--- config.mk ---
export PLATFORM = sky130hd
export DESIGN_NAME = abc_brightness_ctrl
export DESIGN_NICKNAME = d
export VERILOG_FILES = /design/src/pkg/abc_pkg.sv /design/src/verilog/abc_brightness_ctrl.sv
export SDC_FILE = /design/constraint.sdc
export NUM_CORES = 1
export LEC_CHECK = 0
export BUFFER_PORTS_ARGS = -buffer_cell sky130_fd_sc_hd__buf_4
export CORE_MARGIN = 1.5
export CORE_UTILIZATION = 63
export DETAILED_ROUTE_END_ITERATION = 10
export PLACE_DENSITY = 0.86
export SETUP_SLACK_MARGIN = 0.4
export SLEW_MARGIN = 10
export SYNTH_ARGS = -nofsm -noshare
export SYNTH_HDL_FRONTEND = slang
export SYNTH_SLANG_ARGS = --single-unit
--- constraint.sdc ---
create_clock -name sys_clk -period 3.3 [get_ports sys_clk]
set_input_delay 0.165 -clock sys_clk [delete_from_list [all_inputs] [get_ports sys_clk]]
set_output_delay 0.165 -clock sys_clk [all_outputs]
set_load 0.01 [all_outputs]
--- src/pkg/abc_pkg.sv ---
// abc_pkg: constants and types for the ambient brightness control block
// assumes a 200 MHz system clock and byte-wide registers behind an i2c slave
package abc_pkg;

  // clock and timing
  localparam int unsigned CLK_MHZ          = 200;
  localparam int unsigned BASE_PERIOD_US   = 131072;  // period code 0, 131.072 ms
  localparam int unsigned FAST_PERIOD_US   = 20000;   // period code 7, 20 ms
  localparam int unsigned SAMPLE_GAP_NS    = 1000;    // sensor settle / sample spacing
  localparam int unsigned BASE_PERIOD_CYC  = BASE_PERIOD_US * CLK_MHZ;
  localparam int unsigned FAST_PERIOD_CYC  = FAST_PERIOD_US * CLK_MHZ;
  localparam int unsigned SAMPLE_GAP_CYC   = (SAMPLE_GAP_NS * CLK_MHZ + 999) / 1000;

  // register offsets
  localparam logic [7:0] OFS_KEY_THRESH    = 8'h2B;
  localparam logic [7:0] OFS_SENSOR_CTRL   = 8'h2C;
  localparam logic [7:0] OFS_IRQ_MASK      = 8'h2D;
  localparam logic [7:0] OFS_IRQ_DETECT    = 8'h2E;
  localparam logic [7:0] OFS_STATUS        = 8'h2F;
  localparam logic [7:0] OFS_CURRENT_LVL0  = 8'h30;
  localparam logic [7:0] OFS_CURRENT_LAST  = 8'h3F;
  localparam logic [7:0] OFS_KEY_AUTO      = 8'h40;

  // reset values
  localparam logic [7:0] RST_KEY_THRESH    = 8'h00;
  localparam logic [7:0] RST_SENSOR_CTRL   = 8'h00;
  localparam logic [7:0] RST_IRQ_MASK      = 8'h00;
  localparam logic [6:0] RST_CURRENT       = 7'h00;
  localparam logic [1:0] RST_KEY_AUTO      = 2'h0;

  // field positions and codes
  localparam int unsigned IRQ_CLEAR_BIT    = 7;
  localparam int unsigned NUM_IRQ          = 6;
  localparam logic [3:0]  THRESH_INHIBIT   = 4'hF;
  localparam logic [2:0]  PERIOD_FAST_CODE = 3'h7;
  localparam int unsigned NUM_LEVELS       = 16;

  // i2c slave address, value arbitrary
  localparam logic [6:0]  DEV_ADDR         = 7'h3A;

  // sensor sampling control layout
  typedef struct packed {
    logic       switchInvert;   // D7
    logic       sensorPower;    // D6
    logic       backlightAuto;  // D5
    logic [1:0] sampleCount;    // D4..D3
    logic [2:0] samplePeriod;   // D2..D0
  } abc_sensor_ctrl_s;

  // key threshold layout
  typedef struct packed {
    logic [3:0] second;         // D7..D4
    logic [3:0] first;          // D3..D0
  } abc_key_thresh_s;

  typedef enum logic [3:0] {
    I2C_IDLE    = 4'b0000,
    I2C_ADDR    = 4'b0001,
    I2C_ACK_A   = 4'b0010,
    I2C_REG     = 4'b0011,
    I2C_ACK_REG = 4'b0100,
    I2C_WDATA   = 4'b0101,
    I2C_ACK_W   = 4'b0110,
    I2C_RDATA   = 4'b0111,
    I2C_ACK_R   = 4'b1000
  } abc_i2c_state_e;

  typedef enum logic [1:0] {
    SNS_OFF     = 2'b00,
    SNS_WAIT    = 2'b01,
    SNS_MEAS    = 2'b10
  } abc_sensor_state_e;

endpackage : abc_pkg

--- src/verilog/abc_brightness_ctrl.sv ---
// abc_brightness_ctrl: ambient brightness control, key led switching,
// backlight current selection and interrupt detection, behind an i2c slave.
// assumes scl/sda/level/boost come from pins; event pulses are same-clock.
//
// Functional notes
// - First key threshold, 4 bits, codes 0-14 pick level 1-15, all-ones inhibited.
// - Second key threshold sits in bits 7..4 with identical coding.
// - Key led turns on when auto enabled and level falls to the threshold.
// - Status bits 7..4 report ambient level, code 0 meaning level 1.
// - Period field: codes 0-6 double from 131.072 ms, code 7 is 20 ms.
// - Sensor runs continuously at 20 ms, otherwise powered once per period.
// - Samples per measurement equal count field plus one, one to four.
// - Backlight uses fixed current when auto bit is 0, level table when 1.
// - Sensor powered only while power bit is 1; off after reset.
// - Sensor switch polarity normal when bit 7 is 0, inverted when 1.
// - Six mask bits, one per source; a 1 masks; all clear at reset.
// - Clear bit 1 clears pending flags; host returns it to 0 to re-enable.
// - Six read-only detect flags: key detect, white fade, two fades, two gradations.
// - Each unmasked detect flag reading 1 raises the interrupt.
// - Status bit 0 shows boost stepping up, 0 in pass-through.
// - Status bit 1 is 1 while brightness at or below first key threshold.
// - Level-zero current code, 7 bits, serves normal mode and level 1.
// - Further current codes for higher levels at consecutive offsets from 31h.
`timescale 1ns/100ps
module abc_brightness_ctrl #(
  parameter int unsigned BASE_PERIOD = abc_pkg::BASE_PERIOD_CYC,
  parameter int unsigned FAST_PERIOD = abc_pkg::FAST_PERIOD_CYC,
  parameter int unsigned SAMPLE_GAP  = abc_pkg::SAMPLE_GAP_CYC
) (
  input  wire logic       sys_clk,
  input  wire logic       arst_n,
  input  wire logic       sclIn,
  input  wire logic       sdaIn,
  output logic            sdaOut,
  output logic            sdaOe,
  input  wire logic [3:0] sensorLevel,
  input  wire logic       boostIn,
  input  wire logic [4:0] engineEvent,
  output logic            sensorSwitch,
  output logic            keypadLed1,
  output logic            keypadLed2,
  output logic [6:0]      mainCurrent,
  output logic            irq
);
  import abc_pkg::*;

  // register state
  abc_key_thresh_s   keyThresh;
  abc_sensor_ctrl_s  sensorCtrl;
  logic [7:0]        irqMaskReg;
  logic [NUM_IRQ-1:0] irqFlag;
  logic [6:0]        currentTable [NUM_LEVELS];
  logic [1:0]        keyAuto;
  logic [3:0]        ambientLevel;
  logic              boostActive;
  logic              keyDark;
  logic              keyDark2;
  logic              keyDarkPrev;

  // pin synchronisers
  logic [2:0]        sclSync;
  logic [2:0]        sdaSync;
  logic [2:0]        boostSync;
  logic [3:0]        lvlSync [3];
  logic              sclF;
  logic              sdaF;
  logic [3:0]        levelF;

  // i2c slave state
  abc_i2c_state_e    i2cState;
  logic [3:0]        bitCnt;
  logic [7:0]        shiftReg;
  logic [7:0]        txByte;
  logic [7:0]        regPtr;
  logic              ackOk;
  logic              sclRise;
  logic              sclFall;
  logic              startCond;
  logic              stopCond;
  logic              wrStrobe;
  logic [7:0]        wrAddr;
  logic [7:0]        wrData;

  // sensor state
  abc_sensor_state_e snsState;
  logic [31:0]       timer;
  logic [2:0]        sampleIdx;
  logic [3:0]        firstSample;
  logic              samplesAgree;

  // true when the level code is at or below the threshold setting
  function automatic logic is_dark(input logic [3:0] lvl, input logic [3:0] thr);
    is_dark = (thr != THRESH_INHIBIT) && (lvl <= thr);
  endfunction : is_dark

  // cycles between measurements for a period code
  function automatic logic [31:0] period_cycles(input logic [2:0] code);
    if (code == PERIOD_FAST_CODE) begin
      period_cycles = FAST_PERIOD;
    end else begin
      period_cycles = 32'(BASE_PERIOD) << code;
    end
  endfunction : period_cycles

  // three-stage synchronisers, stage 2 and 3 must agree
  always_ff @(posedge sys_clk or negedge arst_n) begin
    if (!arst_n) begin
      sclSync   <= 3'h7;
      sdaSync   <= 3'h7;
      boostSync <= 3'h0;
      lvlSync   <= '{default: 4'h0};
      sclF      <= 1'b1;
      sdaF      <= 1'b1;
      levelF    <= 4'h0;
    end else begin
      sclSync   <= {sclSync[1:0], sclIn};
      sdaSync   <= {sdaSync[1:0], sdaIn};
      boostSync <= {boostSync[1:0], boostIn};
      lvlSync   <= '{sensorLevel, lvlSync[0], lvlSync[1]};
      if (sclSync[1] == sclSync[2]) sclF <= sclSync[2];
      if (sdaSync[1] == sdaSync[2]) sdaF <= sdaSync[2];
      if (lvlSync[1] == lvlSync[2]) levelF <= lvlSync[2];
    end
  end

  // bus conditions on filtered lines
  assign sclRise   = sclSync[1] == sclSync[2] && sclSync[2] && !sclF;
  assign sclFall   = sclSync[1] == sclSync[2] && !sclSync[2] && sclF;
  assign startCond = sclF && sdaSync[1] == sdaSync[2] && !sdaSync[2] && sdaF;
  assign stopCond  = sclF && sdaSync[1] == sdaSync[2] && sdaSync[2] && !sdaF;

  // read mux; write-only and unmapped offsets read zero
  function automatic logic [7:0] read_reg(input logic [7:0] ofs);
    case (ofs)
      OFS_IRQ_DETECT: read_reg = {2'h0, irqFlag};
      OFS_STATUS:     read_reg = {ambientLevel, 2'h0, keyDark, boostActive};
      default:        read_reg = 8'h00;
    endcase
  endfunction : read_reg

  // i2c slave: address, register pointer, auto-incrementing data
  always_ff @(posedge sys_clk or negedge arst_n) begin
    if (!arst_n) begin
      i2cState <= I2C_IDLE;
      bitCnt   <= 4'h0;
      shiftReg <= 8'h00;
      txByte   <= 8'h00;
      regPtr   <= 8'h00;
      ackOk    <= 1'b0;
      sdaOe    <= 1'b0;
      wrStrobe <= 1'b0;
      wrAddr   <= 8'h00;
      wrData   <= 8'h00;
    end else begin
      wrStrobe <= 1'b0;
      if (startCond) begin
        i2cState <= I2C_ADDR;
        bitCnt   <= 4'h0;
        sdaOe    <= 1'b0;
      end else if (stopCond) begin
        i2cState <= I2C_IDLE;
        sdaOe    <= 1'b0;
      end else if (sclRise) begin
        case (i2cState)
          I2C_ADDR, I2C_REG, I2C_WDATA: begin
            shiftReg <= {shiftReg[6:0], sdaF};
            bitCnt   <= bitCnt + 4'h1;
          end
          I2C_RDATA: bitCnt <= bitCnt + 4'h1;
          I2C_ACK_R: ackOk <= !sdaF;
          default: ;
        endcase
      end else if (sclFall) begin
        case (i2cState)
          I2C_ADDR: begin
            if (bitCnt == 4'h8) begin
              if (shiftReg[7:1] == DEV_ADDR) begin
                i2cState <= I2C_ACK_A;
                sdaOe    <= 1'b1;
              end else begin
                i2cState <= I2C_IDLE;
              end
            end
          end
          I2C_ACK_A: begin
            bitCnt <= 4'h0;
            if (shiftReg[0]) begin
              i2cState <= I2C_RDATA;
              txByte   <= read_reg(regPtr);
              sdaOe    <= (read_reg(regPtr) < 8'h80); // pull low for a leading zero
              regPtr   <= regPtr + 8'h01;
            end else begin
              i2cState <= I2C_REG;
              sdaOe    <= 1'b0;
            end
          end
          I2C_REG: begin
            if (bitCnt == 4'h8) begin
              regPtr   <= shiftReg;
              i2cState <= I2C_ACK_REG;
              sdaOe    <= 1'b1;
            end
          end
          I2C_WDATA: begin
            if (bitCnt == 4'h8) begin
              wrStrobe <= 1'b1;
              wrAddr   <= regPtr;
              wrData   <= shiftReg;
              regPtr   <= regPtr + 8'h01;
              i2cState <= I2C_ACK_W;
              sdaOe    <= 1'b1;
            end
          end
          I2C_ACK_REG, I2C_ACK_W: begin
            i2cState <= I2C_WDATA;
            bitCnt   <= 4'h0;
            sdaOe    <= 1'b0;
          end
          I2C_RDATA: begin
            if (bitCnt == 4'h8) begin
              i2cState <= I2C_ACK_R;
              sdaOe    <= 1'b0;
            end else begin
              sdaOe <= !txByte[3'(4'h7 - bitCnt)];
            end
          end
          I2C_ACK_R: begin
            bitCnt <= 4'h0;
            if (ackOk) begin
              i2cState <= I2C_RDATA;
              txByte   <= read_reg(regPtr);
              sdaOe    <= (read_reg(regPtr) < 8'h80); // pull low for a leading zero
              regPtr   <= regPtr + 8'h01;
            end else begin
              i2cState <= I2C_IDLE;
            end
          end
          default: i2cState <= I2C_IDLE;
        endcase
      end
    end
  end

  // open drain: only ever pulls low
  always_ff @(posedge sys_clk or negedge arst_n) begin
    if (!arst_n) sdaOut <= 1'b0;
    else sdaOut <= 1'b0;
  end

  // control register writes
  always_ff @(posedge sys_clk or negedge arst_n) begin
    if (!arst_n) begin
      keyThresh  <= RST_KEY_THRESH;
      sensorCtrl <= RST_SENSOR_CTRL;
      irqMaskReg <= RST_IRQ_MASK;
      keyAuto    <= RST_KEY_AUTO;
    end else if (wrStrobe) begin
      case (wrAddr)
        OFS_KEY_THRESH:  keyThresh  <= wrData;
        OFS_SENSOR_CTRL: sensorCtrl <= wrData;
        OFS_IRQ_MASK:    irqMaskReg <= {wrData[7], 1'b0, wrData[5:0]};
        OFS_KEY_AUTO:    keyAuto    <= wrData[1:0];
        default: ;
      endcase
    end
  end

  // backlight current table, level 1 at the first offset
  always_ff @(posedge sys_clk or negedge arst_n) begin
    if (!arst_n) begin
      currentTable <= '{default: RST_CURRENT};
    end else if (wrStrobe && wrAddr >= OFS_CURRENT_LVL0 && wrAddr <= OFS_CURRENT_LAST) begin
      currentTable[4'(wrAddr - OFS_CURRENT_LVL0)] <= wrData[6:0];
    end
  end

  // sensor sequencing: power, settle, sample, then wait a period
  always_ff @(posedge sys_clk or negedge arst_n) begin
    if (!arst_n) begin
      snsState     <= SNS_OFF;
      timer        <= 32'h0000_0000;
      sampleIdx    <= 3'h0;
      firstSample  <= 4'h0;
      samplesAgree <= 1'b0;
      ambientLevel <= 4'h0;
    end else begin
      case (snsState)
        SNS_OFF: begin
          timer <= 32'h0000_0000;
          if (sensorCtrl.sensorPower) snsState <= SNS_MEAS;
        end
        SNS_WAIT: begin
          if (!sensorCtrl.sensorPower) begin
            snsState <= SNS_OFF;
          end else if (timer >= period_cycles(sensorCtrl.samplePeriod)) begin
            snsState <= SNS_MEAS;
            timer    <= 32'h0000_0000;
          end else begin
            timer <= timer + 32'h0000_0001;
          end
        end
        SNS_MEAS: begin
          if (!sensorCtrl.sensorPower) begin
            snsState  <= SNS_OFF;
            sampleIdx <= 3'h0;
          end else if (timer >= 32'(SAMPLE_GAP)) begin
            timer <= 32'h0000_0000;
            if (sampleIdx == 3'h0) begin
              firstSample  <= levelF;
              samplesAgree <= 1'b1;
            end else if (levelF != firstSample) begin
              samplesAgree <= 1'b0;
            end
            if (sampleIdx == {1'b0, sensorCtrl.sampleCount}) begin
              if (sampleIdx == 3'h0 || (samplesAgree && levelF == firstSample)) begin
                ambientLevel <= levelF;
              end
              sampleIdx <= 3'h0;
              snsState  <= SNS_WAIT;
            end else begin
              sampleIdx <= sampleIdx + 3'h1;
            end
          end else begin
            timer <= timer + 32'h0000_0001;
          end
        end
        default: snsState <= SNS_OFF;
      endcase
    end
  end

  // sensor switch: always on in fast mode, else only while measuring
  always_ff @(posedge sys_clk or negedge arst_n) begin
    if (!arst_n) begin
      sensorSwitch <= 1'b0;
    end else begin
      sensorSwitch <= sensorCtrl.switchInvert ^
        (sensorCtrl.sensorPower &&
         (snsState == SNS_MEAS ||
          (snsState == SNS_WAIT && sensorCtrl.samplePeriod == PERIOD_FAST_CODE)));
    end
  end

  // key darkness, key leds, backlight current, boost status
  always_ff @(posedge sys_clk or negedge arst_n) begin
    if (!arst_n) begin
      keyDark     <= 1'b0;
      keyDark2    <= 1'b0;
      keyDarkPrev <= 1'b0;
      keypadLed1  <= 1'b0;
      keypadLed2  <= 1'b0;
      mainCurrent <= RST_CURRENT;
      boostActive <= 1'b0;
    end else begin
      keyDark     <= is_dark(ambientLevel, keyThresh.first);
      keyDark2    <= is_dark(ambientLevel, keyThresh.second);
      keyDarkPrev <= keyDark;
      keypadLed1  <= keyAuto[0] && keyDark;
      keypadLed2  <= keyAuto[1] && keyDark2;
      if (sensorCtrl.backlightAuto) begin
        mainCurrent <= currentTable[ambientLevel];
      end else begin
        mainCurrent <= currentTable[0];
      end
      if (boostSync[1] == boostSync[2]) boostActive <= boostSync[2];
    end
  end

  // sticky detect flags; held clear while the clear bit is set
  always_ff @(posedge sys_clk or negedge arst_n) begin
    if (!arst_n) begin
      irqFlag <= '0;
    end else if (irqMaskReg[IRQ_CLEAR_BIT]) begin
      irqFlag <= '0;
    end else begin
      irqFlag <= irqFlag | {engineEvent, keyDark != keyDarkPrev};
    end
  end

  // interrupt output from unmasked flags
  always_ff @(posedge sys_clk or negedge arst_n) begin
    if (!arst_n) begin
      irq <= 1'b0;
    end else begin
      irq <= |(irqFlag & ~irqMaskReg[NUM_IRQ-1:0]);
    end
  end

endmodule : abc_brightness_ctrl
Word-level counts from Yosys, hierarchy flattened
Index checks and enable logic that the tools add are counted.
{"block": "classes", "add_sub_neg": 6, "n_lt_le_gt_ge": 12, "n_eq_ne": 50, "n_shift": 1, "n_mux": 84, "bitwise": 9, "n_reduce_logical": 60}
{"operator": "32-bit two-way mux", "count": 7}
{"operator": "8-bit two-way mux", "count": 16}
{"operator": "112-bit bitwise mux", "count": 1}
{"operator": "32-bit one-hot mux with 3 select lines", "count": 1}
{"operator": "4-bit two-way mux", "count": 14}
{"operator": "8-bit by 6-bit == test with 1-bit output (second input constant)", "count": 5}
{"operator": "32-bit by 1-bit adder with 32-bit output (second input constant)", "count": 1}
{"operator": "32-bit greater-or-equal comparator", "count": 1}
{"operator": "32-bit by 8-bit greater-or-equal comparator with 1-bit output (second input constant)", "count": 1}
{"operator": "4-bit != test (second input constant)", "count": 8}
{"operator": "8-bit one-hot mux with 2 select lines", "count": 2}
{"operator": "8-bit one-hot mux with 4 select lines", "count": 1}
{"operator": "25-bit by 3-bit left shift with 32-bit output (first input constant)", "count": 1}
{"operator": "7-bit binary-select mux with 4-bit select", "count": 1}
{"operator": "7-bit demux with 4-bit select", "count": 1}
{"operator": "7-bit two-way mux", "count": 4}
{"operator": "4-bit one-hot mux with 7 select lines", "count": 1}
{"operator": "4-bit AND reduction", "count": 6}
{"operator": "1-bit logical AND", "count": 19}
{"operator": "1-bit two-way mux", "count": 19}
{"operator": "4-bit by 3-bit == test with 1-bit output (second input constant)", "count": 4}
{"operator": "8-bit less-than comparator (second input constant)", "count": 2}
{"operator": "2-bit != test (second input constant)", "count": 8}
{"operator": "3-bit two-way mux", "count": 5}
{"operator": "58 further kinds", "count": 93}
{"block": "word_totals", "regBits": 282, "output_inout_bits": 13, "word_cells": 282}

Logic depth before layout (Yosys ltp)
Gate-level depths: netlist of the first run.
{"block": "logic_depth", "ltp_word": 15, "depth_mapped": 13, "mapped_depth_nobuf": 11}

Least setup slack after synthesis of the first run
Ideal clock, no wire load.
{"block": "synth_path", "path_kind": "reg2reg", "from": "register sensorCtrl[1] (netlist bit)", "to": "register timer[29]", "arrival_time_ns": 2.767, "setup_slack_ns": 0.405, "stages_incl_launch_ff": 13, "path_buffers": 2, "period_less_slack_ns": 2.895, "cell_sequence": "dfrtp_1 -> inv_1 -> ha_1 -> or2_2 -> ha_1 -> nand4_1 -> a311oi_1 -> nor3_1 -> a311o_2 -> buf_6 -> buf_8 -> a31oi_1 -> o31ai_1"}
{"block": "synth_via", "elab_chain_len": 8, "word_cells_on_any_way": 9}
{"element": "from (decl)", "line_no": "abc_brightness_ctrl.sv:49", "text": "abc_sensor_ctrl_s sensorCtrl;"}
{"element": "from (signal assigned)", "line_no": "abc_brightness_ctrl.sv:260", "text": "OFS_SENSOR_CTRL: sensorCtrl <= wrData;"}
{"element": "25-bit by 3-bit left shift with 32-bit output or 3-bit == test (tied branches)", "line_no": "abc_brightness_ctrl.sv:101, abc_brightness_ctrl.sv:98"}
{"element": "32-bit two-way mux *", "line_no": "abc_brightness_ctrl.sv:98", "text": "if (code == PERIOD_FAST_CODE) begin"}
{"element": "32-bit two-way mux *", "line_no": "abc_brightness_ctrl.sv:293", "text": "if (!sensorCtrl.sensorPower) begin"}
{"element": "32-bit two-way mux *", "line_no": "abc_brightness_ctrl.sv:287", "text": "case (snsState)"}
{"element": "32-bit greater-or-equal comparator *", "line_no": "abc_brightness_ctrl.sv:295", "text": "end else if (timer >= period_cycles(sensorCtrl.samplePeriod)) begin"}
{"element": "32-bit two-way mux *", "line_no": "abc_brightness_ctrl.sv:295"}
{"element": "32-bit two-way mux *", "line_no": "abc_brightness_ctrl.sv:293"}
{"element": "32-bit one-hot mux with 3 select lines *", "line_no": "abc_brightness_ctrl.sv:287"}
{"element": "to (signal assigned)", "line_no": "abc_brightness_ctrl.sv:299", "text": "timer <= timer + 32'h0000_0001;"}
{"element": "to (signal assigned)", "line_no": "abc_brightness_ctrl.sv:324", "text": "timer <= timer + 32'h0000_0001;"}
{"element": "to (decl)", "line_no": "abc_brightness_ctrl.sv:86", "text": "logic [31:0] timer;"}
Mark *: on every way between the ends. The rest lies on a longest branch, timed or not. The select of a mux whose other input is x is not followed.
A chain may end at the register's enable or synchronous reset.

Worst setup path in the final report of the first run
{"block": "layout_path", "from": "register sensorCtrl[1] (netlist bit)", "to": "register timer[17]"}
Same word-level chain as after synthesis.

==> metrics.cfg, run 1 <==
[setup_path]
worst_setup_path_end_kind = flop
crit_path_start = sensorCtrl[1]$_DFFE_PN0P_
cp-start-kind = flop
critical_path.cell_chain = inv_4, ha_4, or2_4, ha_4, nand4_1, a311oi_2, nor3_2, a311o_2, buf_6, buf_6, a31oi_4, o31ai_2
path_class = flop to flop
r2r_end = timer[17]$_DFFE_PN0P_
timing.rr.start = sensorCtrl[1]$_DFFE_PN0P_
worstPathRequired_ns = 3.72
rr_worst_depth = 12
crit_fanout = 9
cp.arrival_ns = 3.43
cp_slowest_cell = a311o_2
r2r_slack_ns = 0.29
critPathMaxStageDelay_ns = 0.51

[detailed_routing]
dr_wl_met3_mm = 1.64
dr_wl_met2_mm = 14.7
firstDrtPassIters = 5
drc = 0
wl_per_cell_um = 20.6
maxUsedRoutingLayer = met5
via_count = 9384
drtAntennaViolNets = 0
wl_met1_mm = 13.0
wl_mm = 30.0
vias_per_cell = 6.43
initialDrtViolationCount = 684

[synthesis]
synth-seq-area-share_pct = 51.2
synth_commonest_cells = dfrtp_1, mux2_2, nand2_1
synthFlopType = dfrtp_1
yosysWarnings = 0
synth_largest_area_cell = dfrtp_1
synthCells = 1127
synth_edf_count = 0
synthesis.nets = 1184
async_flop_share_pct = 100
synth_most_common_cell = dfrtp_1
ys_seq_elements = 282
syn-cell-area_mm2 = 0.0138
avgSynthCellArea_um2 = 12.3
yosysTopAreaCellShare_pct = 49.6
ys_top_cells_by_area = dfrtp_1, mux2_2, mux4_2
ys_types = 76

[final_layout]
layout-drive-gt1-share_pct = 31.1
finish.utilization_pct = 72.9
final_area_mm2 = 0.0155
num_antenna_cells = 0
area_delta_synth_final_pct = 12.3
final_net_count = 1220

[clock_tree]
path_clk_slew_ns = 0.06
htree_levels = 1
clk_path_buf_depth = 3
clock-sinks = 282
worst_skew_pair.late_latency_ns = 0.55
cts_tree = yes
cts_buffers = 29
root_buffer = clkbuf_16

[die]
initial_core_util_pct = 64.9
io_pins = 27
rows = 53
core_area_mm2 = 0.0213
die_y_um = 151
fp.dieW_um = 151
dieArea_mm2 = 0.0228

[timing]
tightest_slew_ns = 0.861
period_share_pct = 91.3
max_freq_mhz = 332
relSlewSlack_pct = 42.1
fin_skew_ns = 0.00940
setup_viol = 0
finalMaxSlewViolations = 0
period_minus_slack_ns = 3.01
whs_ns = 0.171
finalHoldViolations = 0
setup-tns-final_ns = 0
rsz0062_at_grt = true

[global_routing]
grt_pass1_wl_mm = 49.3
antenna_found_initial = 1
grt_usage_pct = 27.6
grt_pass1_vias = 9462
grt_max_degree = 90
grt_overflow = 0

[power_and_ir_drop]
ir_drop_v = 0.000443
power_leakage_nw = 7.10
power_per_cell_area_mw_per_mm2 = 462

[run_status]
outcome = finished, final reports clean

[place]
hpwl_mm = 18.8
place_congestion = 0.880
dpl_cell_area_mm2 = 0.0142
port_buffers = 25

[job]
drv_cap = 0

[worst_hold_path]
hold_path_class = input pin to asynchronous set/reset pin

placed cells by master (no fill, tap or decap), types with 13 or more instances in the layout:
cell type      count
dfrtp_1          271
mux2_2           172
nand2_1           86
nor2_1            57
o21ai_0           45
inv_1             41
ha_1              38
mux4_2            37
nand3_1           37
buf_4             36
clkbuf_16         29
a21oi_1           25
nand4_1           15
dlygate4sd3_1     13
where the power goes:
group | switching (W) | internal, W | total (W)
logic | 0.000168 | 0.000163 | 0.000331
registers | 0.000161 | 0.00357 | 0.00373
clock network | 0.00132 | 0.00178 | 0.00311
total | 0.00165 | 0.00552 | 0.00717
through the flow:
stage	power, W	cells	setup slack (ns)
after global placement	0.00410	1383	0.129
after CTS	0.00723	1455	0.398
after detailed placement	0.00412	1383	0.0167
after floorplan	0.00394	1127	0.405
after global routing	0.00744	1459	0.201
final	0.00717	1459	0.286
repair_timing:
action	4_1_cts	5_1_grt
hold endpoints to repair	89	0
hold buffers	13	0
setup endpoints to repair	34	34
cloned	1	0
setup buffers	6	4
pin swaps	2	15
resized for setup	9	33
state kept, by name, indices dropped and copies added, names as in the netlist, 6 cells and up:
signal and count:
currentTable 112, irqFlag 6, irqMaskReg 7, keyThresh 8, lvlSync 12, mainCurrent 7
regPtr 8, sensorCtrl 8, shiftReg 8, timer 32, txByte 8, wrAddr 8
wrData 8
worst max-delay path: cells and delay by family, from the launching register on:
| family | cells | cell delay [ns] |
|---|---|---|
| compound gates | 4 | 1.08 |
| simple gates | 3 | 0.49 |
| fa+ha+maj | 2 | 0.48 |
| flops | 1 | 0.45 |
| buf+inv | 3 | 0.40 |
how the worst max path moves through the flow:
stage,to,cells after the start
after global placement,timer[5]$_DFFE_PN0P_,10
after CTS,timer[7]$_DFFE_PN0P_,13
after detailed placement,timer[5]$_DFFE_PN0P_,11
after floorplan,timer[29]$_DFFE_PN0P_,12
final,timer[17]$_DFFE_PN0P_,12
after global routing,timer[24]$_DFFE_PN0P_,13
cell families (layout without fill, tap and decap cells):
group,after synthesis,count (layout),share of synthesized area [%]
AOI/OAI and AO/OA,172,173,9.04
xor gates and xnor gates,14,14,0.888
adders and majority gates,44,44,3.97
buffers and inverters,99,155,3.19
DFF,282,282,51.2
muxes,217,217,20.6
other,1,1,0.0271
and+or+nand+nor,298,298,11.1
metal layers:
layer	vias up	global-route usage, %
li1	4189	-
met1	4822	38.7
met2	307	45.0
met3	64	4.01
met4	2	8.45
met5	-	0
cell type report:
cell class | count | area (um^2)
clock inverters | 10 | 85.1
inverters | 43 | 164
repair buffers | 60 | 567
flip-flops and latches | 282 | 7070
multi-input cells | 747 | 6470
well taps | 275 | 344
clock buffers | 42 | 815
fillers | 1342 | 5780
No activity file was read; power rests on OpenSTA's default activity.
==> run 2: changes to the inputs <==
==> constraint.sdc (replaced) <==
create_clock -name sys_clk -period 3.35 [get_ports sys_clk]
set_input_delay 0.335 -clock sys_clk [delete_from_list [all_inputs] [get_ports sys_clk]]
set_output_delay 0.335 -clock sys_clk [all_outputs]
set_load 0.01 [all_outputs]
==> run 2 against run 1 <==
Global-route usage is 0.16 points higher. Register-to-register slack better by 0.07 ns. Clock skew up 0.0076 ns. Utilization grew 0.68 points. Routed wire length rose by 3.8%. Critical path depth is 1 higher. Final area is 0.94% higher. Clock power decreased by 5%. Critical path type unchanged. Largest power group unchanged.
==> metrics.cfg, run 2 (synthesis gave the netlist of run 1 again) <==
[setup_path]
cp.arrival_ns = 3.41  ; -0.02 ns
path_class = flop to flop
cp-start-kind = flop
r2r_slack_ns = 0.36  ; +0.07 ns
crit_fanout = 8  ; -1
timing.rr.start = sensorCtrl[1]$_DFFE_PN0P_
r2r_end = timer[20]$_DFFE_PN0P_
worstPathRequired_ns = 3.77  ; +0.05 ns
worst_setup_path_end_kind = flop
rr_worst_depth = 13  ; +1

[power_and_ir_drop]
power_per_cell_area_mw_per_mm2 = 445  ; -3.7%
ir_drop_v = 0.000358  ; -19%
power_leakage_nw = 7.12  ; +0.27%

[final_layout]
fill_cells = 1323  ; -1.4%
reg_top3 = currentTable: 112 flops, timer: 32 flops, lvlSync: 12 flops
regMostFlops = currentTable
layout-drive-gt1-share_pct = 31.4  ; +0.33 points
final_cell_mix = dfrtp_1, mux2_2, nand2_1, nor2_1, o21ai_0
area_delta_synth_final_pct = 13.3
num_antenna_cells = 0  ; unchanged
seqCellArea_mm2 = 0.00707  ; about the same
final_common_cell = dfrtp_1
multi_input_area_mm2 = 0.00665  ; +2.8%
final_net_count = 1217  ; -0.25%
finish.utilization_pct = 73.5  ; +0.68 points
largest_register_ffs = 112  ; unchanged

[clock_tree]
cts_tree = yes
htree_levels = 1  ; unchanged
root_buffer = clkbuf_16
path_clk_slew_ns = 0.06  ; about the same
clock-sinks = 282  ; unchanged
worst_skew_pair.late_latency_ns = 0.55  ; about the same
clk_path_buf_depth = 3  ; unchanged
cts_buffers = 28  ; -3.4%

[worst_hold_path]
whs_endpoint = irqFlag[1]$_DFF_PN0_
hp-start = engineEvent[0]
hold_depth = 3
hold_path_class = input pin to flop

[detailed_routing]
wl_per_cell_um = 21.4  ; +4.2%
initialDrtViolationCount = 793  ; +16%
wl_mm = 31.2  ; +3.8%
drc = 0  ; unchanged
firstDrtPassIters = 5  ; unchanged
drtAntennaViolNets = 0  ; unchanged
via_count = 9440  ; +0.60%
vias_per_cell = 6.50  ; +1.0%

[timing]
max_freq_mhz = 334  ; +0.77%
fin_ws_ns = 0.359  ; +0.0729 ns
rsz0062_at_grt = true
whs_ns = 0.0110  ; -0.160 ns
period_share_pct = 89.3  ; -2.0 points
finalMaxSlewViolations = 0  ; unchanged
setup-tns-final_ns = 0  ; unchanged
finalHoldViolations = 0  ; unchanged
setup_viol = 0  ; unchanged
period_minus_slack_ns = 2.99  ; -0.0229 ns
relSlewSlack_pct = 13.2  ; -29 points
fin_skew_ns = 0.0170  ; +0.00755 ns
tightest_slew_ns = 1.30  ; +0.437 ns

[die]
initial_core_util_pct = 64.9  ; unchanged
core_area_mm2 = 0.0213  ; unchanged
rows = 53  ; unchanged
fp.dieW_um = 151  ; unchanged
io_pins = 27  ; unchanged
die_y_um = 151  ; unchanged
dieArea_mm2 = 0.0228  ; unchanged

[global_routing]
antenna_found_initial = 0  ; -1
grt_overflow = 0  ; unchanged
grt_pass1_vias = 9373  ; -0.94%
grt_usage_pct = 27.7  ; +0.16 points
grt_max_degree = 106  ; +18%
grt_pass1_wl_mm = 49.3  ; about the same

[run_status]
outcome = finished, final reports clean

[job]
drv_cap = 0  ; unchanged

[place]
port_buffers = 25  ; unchanged
hpwl_mm = 19.1  ; +1.7%
place_congestion = 0.861  ; -2.2%
place_ws_ns = 0.185  ; +0.169 ns

run 2: cell count changes in the layout (fill, tap and decap cells not counted), moves of 3 or more:
cell | previous run | this run
a31oi_4 | 3 | 6
o311ai_4 | 0 | 6
dlygate4sd3_1 | 13 | 8
o21ai_1 | 5 | 8
buf_6 | 5 | 0
o31ai_2 | 3 | 6
o31ai_1 | 6 | 3
clkinv_2 | 6 | 3
o311ai_2 | 8 | 4
run 2: routing by layer:
metal / vias to the layer above / part of all wire [%] / track usage (%)
met5: - / 0 / 0
met4: 0 / 3.6 / 9.22
met3: 99 / 5.9 / 3.86
met2: 398 / 49 / 46.0
met1: 4738 / 42 / 38.1
li1: 4205 / - / -
run 2: worst max-delay path, cell delays in order (launching register included):
cell	delay (ns)
dfrtp_2	0.46
inv_4	0.11
buf_4	0.11
ha_2	0.19
mux2i_2	0.09
ha_1	0.34
nand4_1	0.18
a311oi_2	0.27
nor3_2	0.08
a311o_2	0.45
buf_12	0.17
buf_12	0.15
a31oi_4	0.16
o31ai_2	0.09
run 2: how the worst max path moves through the flow:
stage / from / end / slack [ns] / cells past startpoint
finish: sensorCtrl[1]$_DFFE_PN0P_ / timer[20]$_DFFE_PN0P_ / 0.36 / 13
floorplan: sensorCtrl[1]$_DFFE_PN0P_ / timer[29]$_DFFE_PN0P_ / 0.46 / 12
global placement: sensorCtrl[1]$_DFFE_PN0P_ / timer[9]$_DFFE_PN0P_ / 0.31 / 10
CTS: sensorCtrl[1]$_DFFE_PN0P_ / timer[11]$_DFFE_PN0P_ / 0.40 / 11
global route: sensorCtrl[1]$_DFFE_PN0P_ / timer[20]$_DFFE_PN0P_ / 0.31 / 12
detailed placement: sensorCtrl[1]$_DFFE_PN0P_ / timer[5]$_DFFE_PN0P_ / 0.19 / 11
run 2: final cells by class:
type | instances | share of cell area [%]
inverter | 43 | 1.05
clock inverter | 5 | 0.392
tap | 275 | 2.20
clock buffer | 43 | 5.09
multi-input combinational | 749 | 42.5
timing repair buffer | 56 | 3.64
sequential | 282 | 45.2
run 2: power breakdown:
| part | internal, W | leakage, nW | switching, W |
|---|---|---|---|
| registers | 0.00352 | 3.80 | 0.000156 |
| clock network | 0.00170 | 0.420 | 0.00127 |
| logic | 0.000158 | 2.90 | 0.000166 |
| total | 0.00538 | 7.12 | 0.00159 |
run 2: through the flow:
stage          area (um^2)  instances  power, W
4_1_cts              15200       1443   0.00702
2_1_floorplan        13800       1127   0.00388
6_report             15700       1453   0.00697
3_5_place_dp         14200       1383   0.00405
5_1_grt              15700       1453   0.00721
3_3_place_gp         14200       1383   0.00404
run 2: timing repair:
item / in CTS / in global routing
gates cloned: 1 / 5
gates resized for setup: 9 / 53
endpoints found under the hold margin: 108 / 0
setup buffers: 3 / 5
hold buffers: 8 / 0
pin swaps: 1 / 19
endpoints found under the setup margin: 31 / 34
